$ cat src/rtl/seep_consts.svh
`ifndef SEEP_CONSTS_SVH
`define SEEP_CONSTS_SVH

// ****************************************************************
// bus framing
// ****************************************************************
`define SEEP_DEV_ADDR   7'h50
`define SEEP_BYTE_BITS  4'h8
`define SEEP_ADDR_W     7
`define SEEP_DATA_W     8
`define SEEP_DEPTH      128

// ****************************************************************
// timing
// ****************************************************************
`define SEEP_CLK_NS     5
`define SEEP_TWR_US     5000
`define SEEP_TWR_CYC    ((`SEEP_TWR_US * 1000) / `SEEP_CLK_NS)

`endif

$ cat src/rtl/seep_pkg.sv
package seep_pkg;

    typedef enum logic [2:0] {
        SEEP_IDLE,
        SEEP_DEV,
        SEEP_ADDR,
        SEEP_WDATA,
        SEEP_RDATA,
        SEEP_WAIT
    } seep_state_t;

endpackage

$ cat src/rtl/seep_top.sv
`timescale 1ns/100ps
`include "seep_consts.svh"
// Notes on behaviour
// - sample data bits on rising serial clock edges; clock is input only
// - change read data output on falling serial clock edges only
// - data transition while clock high is a start or stop, never data
// - data pin is open drain: drive low or release only
// - data falling while clock high is start; then expect slave address
// - seven bit slave address 1010000 selects this memory
// - bit after address: high means read, low means write
// - acknowledge each good byte by pulling data low for one clock; the code acks only the first data byte of a write, later ones get no ack
// - address byte sent msb first; top bit ignored, low seven used
// - array holds 128 bytes kept without power
// - data rising while clock high is stop; ends the operation
// - after stop enter power down idle until next start
// - location counter advances per byte; plain read uses counter
// - master ack continues read with wrap; no ack then stop ends it
// - write closed by stop starts timed programming, blocking others
// - while programming, slave address is not acknowledged
module seep_top
    import seep_pkg::*;
#(
    parameter int P_TWR_CYCLES = `SEEP_TWR_CYC,
    parameter int P_BUF_DEPTH  = 2
) (
    input  wire logic I_CLOCK,
    input  wire logic I_RST,
    input  wire logic I_SCL,
    input  wire logic I_SDA,
    output logic      O_SDA,
    output logic      O_SDA_OE,
    output logic      O_BUSY,
    output logic      O_POWER_DOWN
);

    localparam int AW = `SEEP_ADDR_W;
    localparam int DW = `SEEP_DATA_W;
    localparam int EW = AW + DW;
    localparam int PW = (P_BUF_DEPTH > 1) ? $clog2(P_BUF_DEPTH) : 1;
    localparam int CW = $clog2(P_BUF_DEPTH + 1);

    // ****************************************************************
    // pin synchronisers and line events
    // ****************************************************************
    logic scl_s1_r, scl_s2_r, scl_d_r, sda_s1_r, sda_s2_r, sda_d_r;
    logic scl_rise, scl_fall, bus_start, bus_stop;

    always_ff @(posedge I_CLOCK) begin
        if (I_RST) begin
            scl_s1_r <= 1'b1;
            scl_s2_r <= 1'b1;
            scl_d_r  <= 1'b1;
            sda_s1_r <= 1'b1;
            sda_s2_r <= 1'b1;
            sda_d_r  <= 1'b1;
        end else begin
            scl_s1_r <= I_SCL;
            scl_s2_r <= scl_s1_r;
            scl_d_r  <= scl_s2_r;
            sda_s1_r <= I_SDA;
            sda_s2_r <= sda_s1_r;
            sda_d_r  <= sda_s2_r;
        end
    end

    assign scl_rise  = scl_s2_r & ~scl_d_r;
    assign scl_fall  = ~scl_s2_r & scl_d_r;
    // both clock samples high, so a data edge here is framing, not data
    assign bus_start = scl_s2_r & scl_d_r & sda_d_r & ~sda_s2_r;
    assign bus_stop  = scl_s2_r & scl_d_r & ~sda_d_r & sda_s2_r;

    // ****************************************************************
    // array, write buffer and programming engine
    // ****************************************************************
    logic [DW-1:0] mem_r [`SEEP_DEPTH];
    logic [EW-1:0] buf_r [P_BUF_DEPTH];
    logic [PW-1:0] wr_ptr_r, rd_ptr_r;
    logic [CW-1:0] fill_r;
    logic          in_valid, in_ready, out_valid, out_ready;
    logic          prog_act_r, pend_r;
    logic [31:0]   prog_cnt_r;
    logic [EW-1:0] prog_ent_r, pend_ent_r;

    assign in_ready  = (fill_r != CW'(P_BUF_DEPTH));
    assign out_valid = (fill_r != '0);
    assign out_ready = ~prog_act_r;
    assign in_valid  = bus_stop & pend_r;

    always_ff @(posedge I_CLOCK) begin
        if (I_RST) begin
            wr_ptr_r <= '0;
            rd_ptr_r <= '0;
            fill_r   <= '0;
        end else begin
            if (in_valid && in_ready) begin
                wr_ptr_r <= (wr_ptr_r == PW'(P_BUF_DEPTH - 1)) ?
                            '0 : wr_ptr_r + 1'b1;
            end
            if (out_valid && out_ready) begin
                rd_ptr_r <= (rd_ptr_r == PW'(P_BUF_DEPTH - 1)) ?
                            '0 : rd_ptr_r + 1'b1;
            end
            fill_r <= fill_r + CW'(in_valid && in_ready)
                             - CW'(out_valid && out_ready);
        end
    end

    always_ff @(posedge I_CLOCK) begin
        if (in_valid && in_ready) begin
            buf_r[wr_ptr_r] <= pend_ent_r;
        end
    end

    // the cell is only written when the timed cycle ends, as a real cell would
    always_ff @(posedge I_CLOCK) begin
        if (I_RST) begin
            prog_act_r <= 1'b0;
            prog_cnt_r <= '0;
            prog_ent_r <= '0;
        end else if (out_valid && out_ready) begin
            prog_act_r <= 1'b1;
            prog_cnt_r <= '0;
            prog_ent_r <= buf_r[rd_ptr_r];
        end else if (prog_act_r) begin
            if (prog_cnt_r == 32'(P_TWR_CYCLES - 1)) begin
                prog_act_r <= 1'b0;
            end
            prog_cnt_r <= prog_cnt_r + 32'h1;
        end
    end

    always_ff @(posedge I_CLOCK) begin
        if (prog_act_r && prog_cnt_r == 32'(P_TWR_CYCLES - 1)) begin
            mem_r[prog_ent_r[EW-1:DW]] <= prog_ent_r[DW-1:0];
        end
    end

    assign O_BUSY = out_valid | prog_act_r;

    // ****************************************************************
    // bit engine
    // ****************************************************************
    seep_state_t   state_r;
    logic [3:0]    cnt_r;
    logic [DW-1:0] shift_r, tx_r;
    logic [AW-1:0] ptr_r;
    logic          ack_r, oe_r, ack_ok, is_rx;

    assign is_rx = (state_r == SEEP_DEV) || (state_r == SEEP_ADDR)
                || (state_r == SEEP_WDATA);

    always_comb begin
        ack_ok = 1'b0;
        unique case (state_r)
            SEEP_DEV:   ack_ok = (shift_r[7:1] == `SEEP_DEV_ADDR)
                               & ~O_BUSY;
            SEEP_ADDR:  ack_ok = 1'b1;
            // one byte per write; the buffer must have room for the commit
            SEEP_WDATA: ack_ok = ~pend_r & in_ready;
            SEEP_IDLE, SEEP_RDATA, SEEP_WAIT: ack_ok = 1'b0;
        endcase
    end

    always_ff @(posedge I_CLOCK) begin
        if (I_RST) begin
            state_r <= SEEP_IDLE;
            cnt_r   <= '0;
            shift_r <= '0;
            tx_r    <= '0;
            ptr_r   <= '0;
            ack_r   <= 1'b0;
            oe_r    <= 1'b0;
            pend_r  <= 1'b0;
            pend_ent_r <= '0;
        end else if (bus_start) begin
            state_r <= SEEP_DEV;
            cnt_r   <= '0;
            oe_r    <= 1'b0;
            pend_r  <= 1'b0;
        end else if (bus_stop) begin
            state_r <= SEEP_IDLE;
            oe_r    <= 1'b0;
            pend_r  <= 1'b0;
        end else if (scl_fall) begin
            // all pin changes happen with the clock low
            if (is_rx) begin
                oe_r  <= (cnt_r == `SEEP_BYTE_BITS) & ack_ok;
                ack_r <= ack_ok;
            end else if (state_r == SEEP_RDATA) begin
                oe_r <= (cnt_r != `SEEP_BYTE_BITS) & ~tx_r[7];
            end else begin
                oe_r <= 1'b0;
            end
        end else if (scl_rise) begin
            if (cnt_r != `SEEP_BYTE_BITS) begin
                cnt_r <= cnt_r + 4'h1;
                if (is_rx) begin
                    shift_r <= {shift_r[6:0], sda_s2_r};
                end else if (state_r == SEEP_RDATA) begin
                    tx_r <= {tx_r[6:0], 1'b0};
                end
            end else begin
                cnt_r <= '0;
                unique case (state_r)
                    SEEP_DEV: begin
                        if (!ack_r) begin
                            state_r <= SEEP_WAIT;
                        end else if (shift_r[0]) begin
                            state_r <= SEEP_RDATA;
                            tx_r    <= mem_r[ptr_r];
                        end else begin
                            state_r <= SEEP_ADDR;
                        end
                    end
                    SEEP_ADDR: begin
                        ptr_r   <= shift_r[AW-1:0];
                        state_r <= SEEP_WDATA;
                    end
                    SEEP_WDATA: begin
                        if (ack_r) begin
                            pend_r     <= 1'b1;
                            pend_ent_r <= {ptr_r, shift_r};
                            ptr_r      <= ptr_r + 1'b1;
                        end else begin
                            state_r <= SEEP_WAIT;
                        end
                    end
                    SEEP_RDATA: begin
                        // counter wraps naturally at the top location
                        ptr_r <= ptr_r + 1'b1;
                        if (!sda_s2_r) begin
                            tx_r <= mem_r[ptr_r + 1'b1];
                        end else begin
                            state_r <= SEEP_WAIT;
                        end
                    end
                    SEEP_IDLE, SEEP_WAIT: ;
                endcase
            end
        end
    end

    assign O_SDA        = 1'b0;
    assign O_SDA_OE     = oe_r;
    assign O_POWER_DOWN = (state_r == SEEP_IDLE);
endmodule // seep_top

$ cat config.mk
export PLATFORM = sky130hd
export DESIGN_NAME = seep_top
export DESIGN_NICKNAME = d
export VERILOG_FILES = /design/src/rtl/seep_pkg.sv /design/src/rtl/seep_top.sv
export VERILOG_INCLUDE_DIRS = /design/src /design/src/rtl
export SDC_FILE = /design/constraint.sdc
export NUM_CORES = 2
export LEC_CHECK = 0
export BUFFER_PORTS_ARGS = -buffer_cell sky130_fd_sc_hd__buf_2
export CELL_PAD_IN_SITES_DETAIL_PLACEMENT = 1
export CELL_PAD_IN_SITES_GLOBAL_PLACEMENT = 1
export CORE_MARGIN = 4
export CORE_UTILIZATION = 50
export CTS_CLUSTER_DIAMETER = 50
export DETAILED_ROUTE_END_ITERATION = 6
export GPL_TIMING_DRIVEN = 0
export PLACE_DENSITY_LB_ADDON = 0.1
export RECOVER_POWER = 25
export SYNTH_ARGS = -nofsm -noshare
export SYNTH_HDL_FRONTEND = slang
export SYNTH_SLANG_ARGS = --single-unit
$ cat constraint.sdc
create_clock -name I_CLOCK -period 3.5 [get_ports I_CLOCK]
set_input_delay 0.875 -clock I_CLOCK [delete_from_list [all_inputs] [get_ports I_CLOCK]]
set_output_delay 0.875 -clock I_CLOCK [all_outputs]
set_load 0.01 [all_outputs]
# Yosys cells after proc, flatten, opt, wreduce, memory -nomap -nowiden
# Memories as Yosys holds them, arrays and structs flattened. A register that Yosys moved wholly into a read port is not among the register bits.
# Cells that the tools add are included.
# W data, S select, Z words.
dict set report word_totals {
  ff_bits 91
  ram_bits 1054
  input_bits 4
  out_inout_bits 4
  word_cells 136
  mem_count 2
}
dict set report op_classes {
  add_sub_neg 7
  eq_ne 22
  n_mux 34
  bitwise 25
  n_reduce_logical 25
}
# memory words word_bits rd rd_clocked_by_memory_dff write_ports line
set mem_list {}
lappend mem_list {mem_r 128 8 2 1 1 seep_top.sv:75} ;# logic [DW-1:0] mem_r [`SEEP_DEPTH];
lappend mem_list {buf_r 2 15 1 1 1 seep_top.sv:76} ;# logic [EW-1:0] buf_r [P_BUF_DEPTH];
# cell count
set op_table {}
lappend op_table {{$mux W8} 6}
lappend op_table {{$add A32 B1 Y32 const B} 1}
lappend op_table {{$eq A32 B20 Y1 const B} 1}
lappend op_table {{$mux W7} 3}
lappend op_table {{$pmux W7 S3} 1}
lappend op_table {{$reduce_and A6 Y1} 3}
lappend op_table {{$mux W1} 16}
lappend op_table {{$pmux W8 S2} 1}
lappend op_table {{$reduce_and A7 Y1} 2}
lappend op_table {{$and A1 B1 Y1} 12}
lappend op_table {{$mux W3} 4}
lappend op_table {{$ne A2 B2 Y1 const B} 6}
lappend op_table {{$ne A4 B4 Y1 const B} 3}
lappend op_table {{$not A1 Y1} 12}
lappend op_table {{$pmux W3 S4} 1}
lappend op_table {{$reduce_and A10 Y1} 1}
lappend op_table {{$ne A3 B2 Y1 const B} 3}
lappend op_table {{$add A7 B1 Y7 const B} 1}
lappend op_table {{$eq A7 B7 Y1 const B} 1}
lappend op_table {{$eq A3 B2 Y1 const B} 2}
lappend op_table {{$eq A3 B3 Y1 const B} 2}
lappend op_table {{$reduce_bool A3 Y1} 2}
lappend op_table {{$reduce_bool A6 Y1} 1}
lappend op_table {{$reduce_or A3 Y1} 2}
lappend op_table {{other kinds (20)} 26}

# Depth between registers and ports, before layout
dict set report depth {
  word_depth 8
  mapped_depth 12
  mapped_depth_nobuf 9
}

# Least setup slack after synthesis
# No wires, ideal clock.
dict set report synth_timing {
  path_kind {flip-flop to flip-flop}
  start {register ptr_r[1]}
  end {register tx_r[7]}
  setup_ns 0.117
  arrival_ns 2.820
  t_required_ns 3.383
  path_slack_ns 0.563
  stages_incl_launch_ff 11
  path_buffers 4
  period_less_slack_ns 2.937
  cell_sequence {dfxtp_1 -> ha_1 -> buf_2 -> buf_2 -> buf_2 -> buf_1 -> mux4_2 -> mux4_2 -> a221oi_1 -> o21ai_1 -> a32o_1}
}
dict set report synth_between {
  elab_chain_len 5
}
# item line
set synth_rtl {}
lappend synth_rtl {{from (decl)} seep_top.sv:146} ;# logic [AW-1:0] ptr_r;
lappend synth_rtl {{from (signal assigned)} seep_top.sv:216} ;# ptr_r <= shift_r[AW-1:0];
lappend synth_rtl {{from (signal assigned)} seep_top.sv:223} ;# ptr_r <= ptr_r + 1'b1;
lappend synth_rtl {{from (signal assigned)} seep_top.sv:230} ;# ptr_r <= ptr_r + 1'b1;
lappend synth_rtl {{$add A7 B1 Y7} seep_top.sv:232} ;# tx_r <= mem_r[ptr_r + 1'b1];
lappend synth_rtl {{$mem_v2 Z128 W8} n/a}
lappend synth_rtl {{$mux W8} seep_top.sv:231} ;# if (!sda_s2_r) begin
lappend synth_rtl {{$pmux W8 S2} seep_top.sv:204} ;# unique case (state_r)
lappend synth_rtl {{$mux W8} seep_top.sv:195} ;# if (cnt_r != `SEEP_BYTE_BITS) begin
lappend synth_rtl {{to (signal assigned)} seep_top.sv:200} ;# tx_r <= {tx_r[6:0], 1'b0};
lappend synth_rtl {{to (signal assigned)} seep_top.sv:210} ;# tx_r <= mem_r[ptr_r];
lappend synth_rtl {{to (signal assigned)} seep_top.sv:232}
lappend synth_rtl {{to (decl)} seep_top.sv:145} ;# logic [DW-1:0] shift_r, tx_r;
# Every way passes these cells. The select of a mux whose other input is x is not followed.
# A chain may end at the register's enable or synchronous reset.

==> run_results.csv <==
group,metric,value,unit
status,outcome,"finished, violations left",
status,violations,"capacitance limit, slew limit, setup timing",
floorplanning,initial_core_util,50.5,%
synthesis,yosys.area_share.simple,5.26,%
floorplanning,rows,120,
hold_path,min_path_type,"primary input to flop",
sta,max_freq,276,MHz
detailed_routing,drtAntennaViolNets,0,
pwr,combinationalPowerShare,5.7,%
floorplanning,fp.dieH,337,um
synthesis,syn_inst,3137,
synthesis,synth_area_leader_cell,"edfxtp_1",
synthesis,synth_commonest_cells,"edfxtp_1, mux4_2, mux2i_1",
sta,setup_viol,6,
global_route,antenna_found_initial,10,
clock_tree,clock_latency,0.78,ns
critical_path,path_class,"flop to flop",
place,io_buffer_count,5,
critical_path,r2r_slack,-0.12,ns
sta,tightest_slew,2.97,ns
sta,skew,0.0257,ns
place,place_congestion,1.06,
cells_and_area,final-seq-area,33900,um2
clock_tree,cts.sinks,1167,
pwr,vdd_drop_max,0.577,mV
synthesis,synth_xor_area_share,0.678,%
critical_path,path_cells,"buf_2 -> buf_2 -> buf_4 -> buf_2 -> mux4_2 -> nor3_1 -> nor4_4 -> o2111ai_1 -> o21ai_0 -> a32o_1",
clock_tree,cts_root_buf,"clkbuf_16",
synthesis,ys_types,67,
critical_path,end_kind,"flop",
place,dp_hpwl,159,mm
clock_tree,ctsHtreeMaxLevel,4,
detailed_routing,first_pass_iters,5,
clock_tree,holdBufCountCts,0,
global_route,grt_pass1_wl,300,mm
synthesis,async_reset_ff_share,0,%
synthesis,yosysTopAreaCellShare,58.4,%
synthesis,netlist_area,54200,um2
synthesis,syn_nets,3147,
sta,fin_ws,-0.120,ns
clock_tree,cts_tree,"built",
synthesis,yosysMostFrequentCell,"edfxtp_1",
sta,maxSlewViolCount,495,
place,placed_area,56300,um2
cells_and_area,design_area,63400,um2
synthesis,avgSynthCellArea,17.3,um2
flow_run,drv_cap,8,
critical_path,crit_path_frequent_cell,"buf_2",
synthesis,synth-seq-cells,1167,
critical_path,r2r_end,"tx_r[1]$_SDFFE_PP0P_",
global_route,grt_overflow,0,
cells_and_area,fin_util,59.0,%
detailed_routing,wl_per_cell,45.4,um
synthesis,synth-adder-area-share,0.138,%
detailed_routing,route.detailed.drc,0,
critical_path,cp.arrival,4.34,ns
synthesis,ys_seq_area_share,62.5,%
cells_and_area,area_delta_synth_final,16.9,%
critical_path,worstPathMaxFanout,10,
pwr,power.switching,8.54,mW
pwr,leakage,18.9,nW
sta,post-route-period-util,103,%
sta,slew_headroom,-98.0,%
sta,finalCriticalPeriod,3.62,ns
synthesis,synth_compound_area_share,4.20,%
detailed_routing,drt_iter0_markers,5689,
pwr,p_clk_share,42.6,%
pwr,power_frac_seq,51.8,%
cells_and_area,fillCellCount,9304,
clock_tree,cts_buffer_depth,3,
sta,rsz0062_at_grt,"no",
pwr,power.density,543,nW/um2
floorplanning,die_width,337,um
detailed_routing,vias_per_cell,7.41,
critical_path,reg2reg_depth,10,
synthesis,synthFlopType,"edfxtp_1",
pwr,intPower,25.9,mW
floorplanning,core_area,107000,um2
synthesis,synth_edf_count,1054,
critical_path,cp_slowest_cell,"buf_2",
synthesis,muxShareOfSynthArea,25.0,%
floorplanning,die_area,114000,um2
global_route,grt_max_degree,79,
cells_and_area,layout-drive-gt1-share,33.4,%
synthesis,synth_top_family_by_area,"multiplexers",
critical_path,start_kind,"flop",
detailed_routing,wl,221,mm
hold_path,worstHoldStart,"I_SCL",
cells_and_area,nets,3345,
global_route,grt_pass1_vias,36114,
hold_path,holdPathEnd,"scl_s1_r$_SDFF_PP1_",
synthesis,ys_top_cells_by_area,"edfxtp_1, mux4_2, mux2i_1",
hold_path,holdPathStages,2,
clock_tree,clkTransAtPathRegs,0.06,ns
floorplanning,pin_count,8,
synthesis,synth_warnings,0,
critical_path,cpPeakStageDelay,0.55,ns
global_route,grt_usage,39.1,%
sta,finalHoldViolations,0,
cells_and_area,multi_input_area,20600,um2
clock_tree,cts_made_buffers,139,
pwr,sw_frac_of_total,24.8,%
critical_path,cp.required,4.22,ns
detailed_routing,num_vias,36029,
[per-stage QoR]
stage | setup TNS [ns] | setup slack [ns] | total power, mW | cells | hold slack, ns
finish | -0.384 | -0.120 | 34.4 | 4864 | 0.296
global route | 0 | 0.000498 | 35.3 | 4853 | 0.288
CTS | -0.505 | -0.0696 | 34.3 | 4849 | 0.265
detailed placement | -937.79 | -1.75 | 19.9 | 4554 | 0.401
global placement | -1660.21 | -1.73 | 19.7 | 4545 | 0.402
floorplan | 0 | 0.563 | 18.5 | 3137 | 0.389
[how the worst max path moves through the flow]
| stage | startpoint | end | slack, ns | cells after the start |
|---|---|---|---|---|
| 2_1_floorplan | ptr_r[1]$_SDFFE_PP0P_ | tx_r[7]$_SDFFE_PP0P_ | 0.56 | 10 |
| 3_3_place_gp | flop | tx_r[3]$_SDFFE_PP0P_ | -1.73 | 8 |
| 3_5_place_dp | ptr_r[1]$_SDFFE_PP0P_ | tx_r[7]$_SDFFE_PP0P_ | -1.75 | 10 |
| 4_1_cts | prog_act_r$_SDFF_PP0_ | mem_r[12][0]$_DFFE_PP_ | -0.07 | 7 |
| 5_1_grt | prog_act_r$_SDFF_PP0_ | mem_r[60][2]$_DFFE_PP_ | 0.0005 | 7 |
| 6_report | flop | tx_r[1]$_SDFFE_PP0P_ | -0.12 | 10 |
[routing by layer]
metal  GRT usage (%)  wire (um)  part of all wire [%]
met5               0         13                0.0059
met4            22.8      15800                   7.1
met3            12.7      27300                    12
met2            57.6      97100                    44
met1            51.4      80700                    37
[power by group through the flow]
stage          sequential, mW  clock (mW)  combinational, mW
2_1_floorplan            17.9           0              0.549
3_3_place_gp             19.0           0              0.771
3_5_place_dp             18.0           0               1.88
4_1_cts                  17.7        14.7               1.94
5_1_grt                  17.9        15.3               2.06
6_report                 17.8        14.6               1.94
[final cells by class]
cell class                      count  area share (%)
Antenna cell                       12          0.0474
Buffer                            223            2.79
Clock buffer                      184            6.17
Clock inverter                     71            1.08
Inverter                           12          0.0711
Multi-Input combinational cell   1733            32.6
Sequential cell                  1167            53.5
Tap cell                         1403            2.77
Timing Repair Buffer               59            1.02
[sequential cells by signal (all words and copies together) (netlist names), 7 cells and up, named ones only]
| register | cells |
|---|---|
| buf_r | 30 |
| mem_r | 1024 |
| pend_ent_r | 15 |
| prog_cnt_r | 32 |
| prog_ent_r | 15 |
| ptr_r | 7 |
| shift_r | 8 |
| tx_r | 8 |
[logic make-up (layout without fill, tap and decap cells)]
group | after synthesis | after routing
simple gates | 616 | 616
mux | 754 | 754
other cells | 1 | 13
buf+inv | 237 | 549
flops | 1167 | 1167
compound gates | 317 | 317
fa+ha+maj | 6 | 6
xor+xnor | 39 | 39
[layout by cell type, fill, tap and decap left out, drive strengths merged, types with 77 or more instances in the layout]
master  Yosys  routed
nand2      89      89
clkbuf    106     293
nor2      272     272
edfxtp   1054    1054
nor3       77      77
o221ai     87      87
mux4      470     470
buf       119     169
dfxtp     113     113
mux2i     276     276
[timing repair]
action | CTS | global route
setup buffers | 41 | 4
gates resized for setup | 514 | 103
pin swaps | 33 | 12
endpoints found under the setup margin | 1036 | 578
hold endpoints to repair | 0 | 0
gates cloned | 0 | 0
[worst max-delay path: cells and delay by family, from the launching register on]
kind | cells | cell delay, ns
compound gates | 3 | 0.75
buf+inv | 4 | 1.51
flops | 1 | 0.31
mux | 1 | 0.34
simple gates | 2 | 0.63
(Power assumes the default switching activity.)
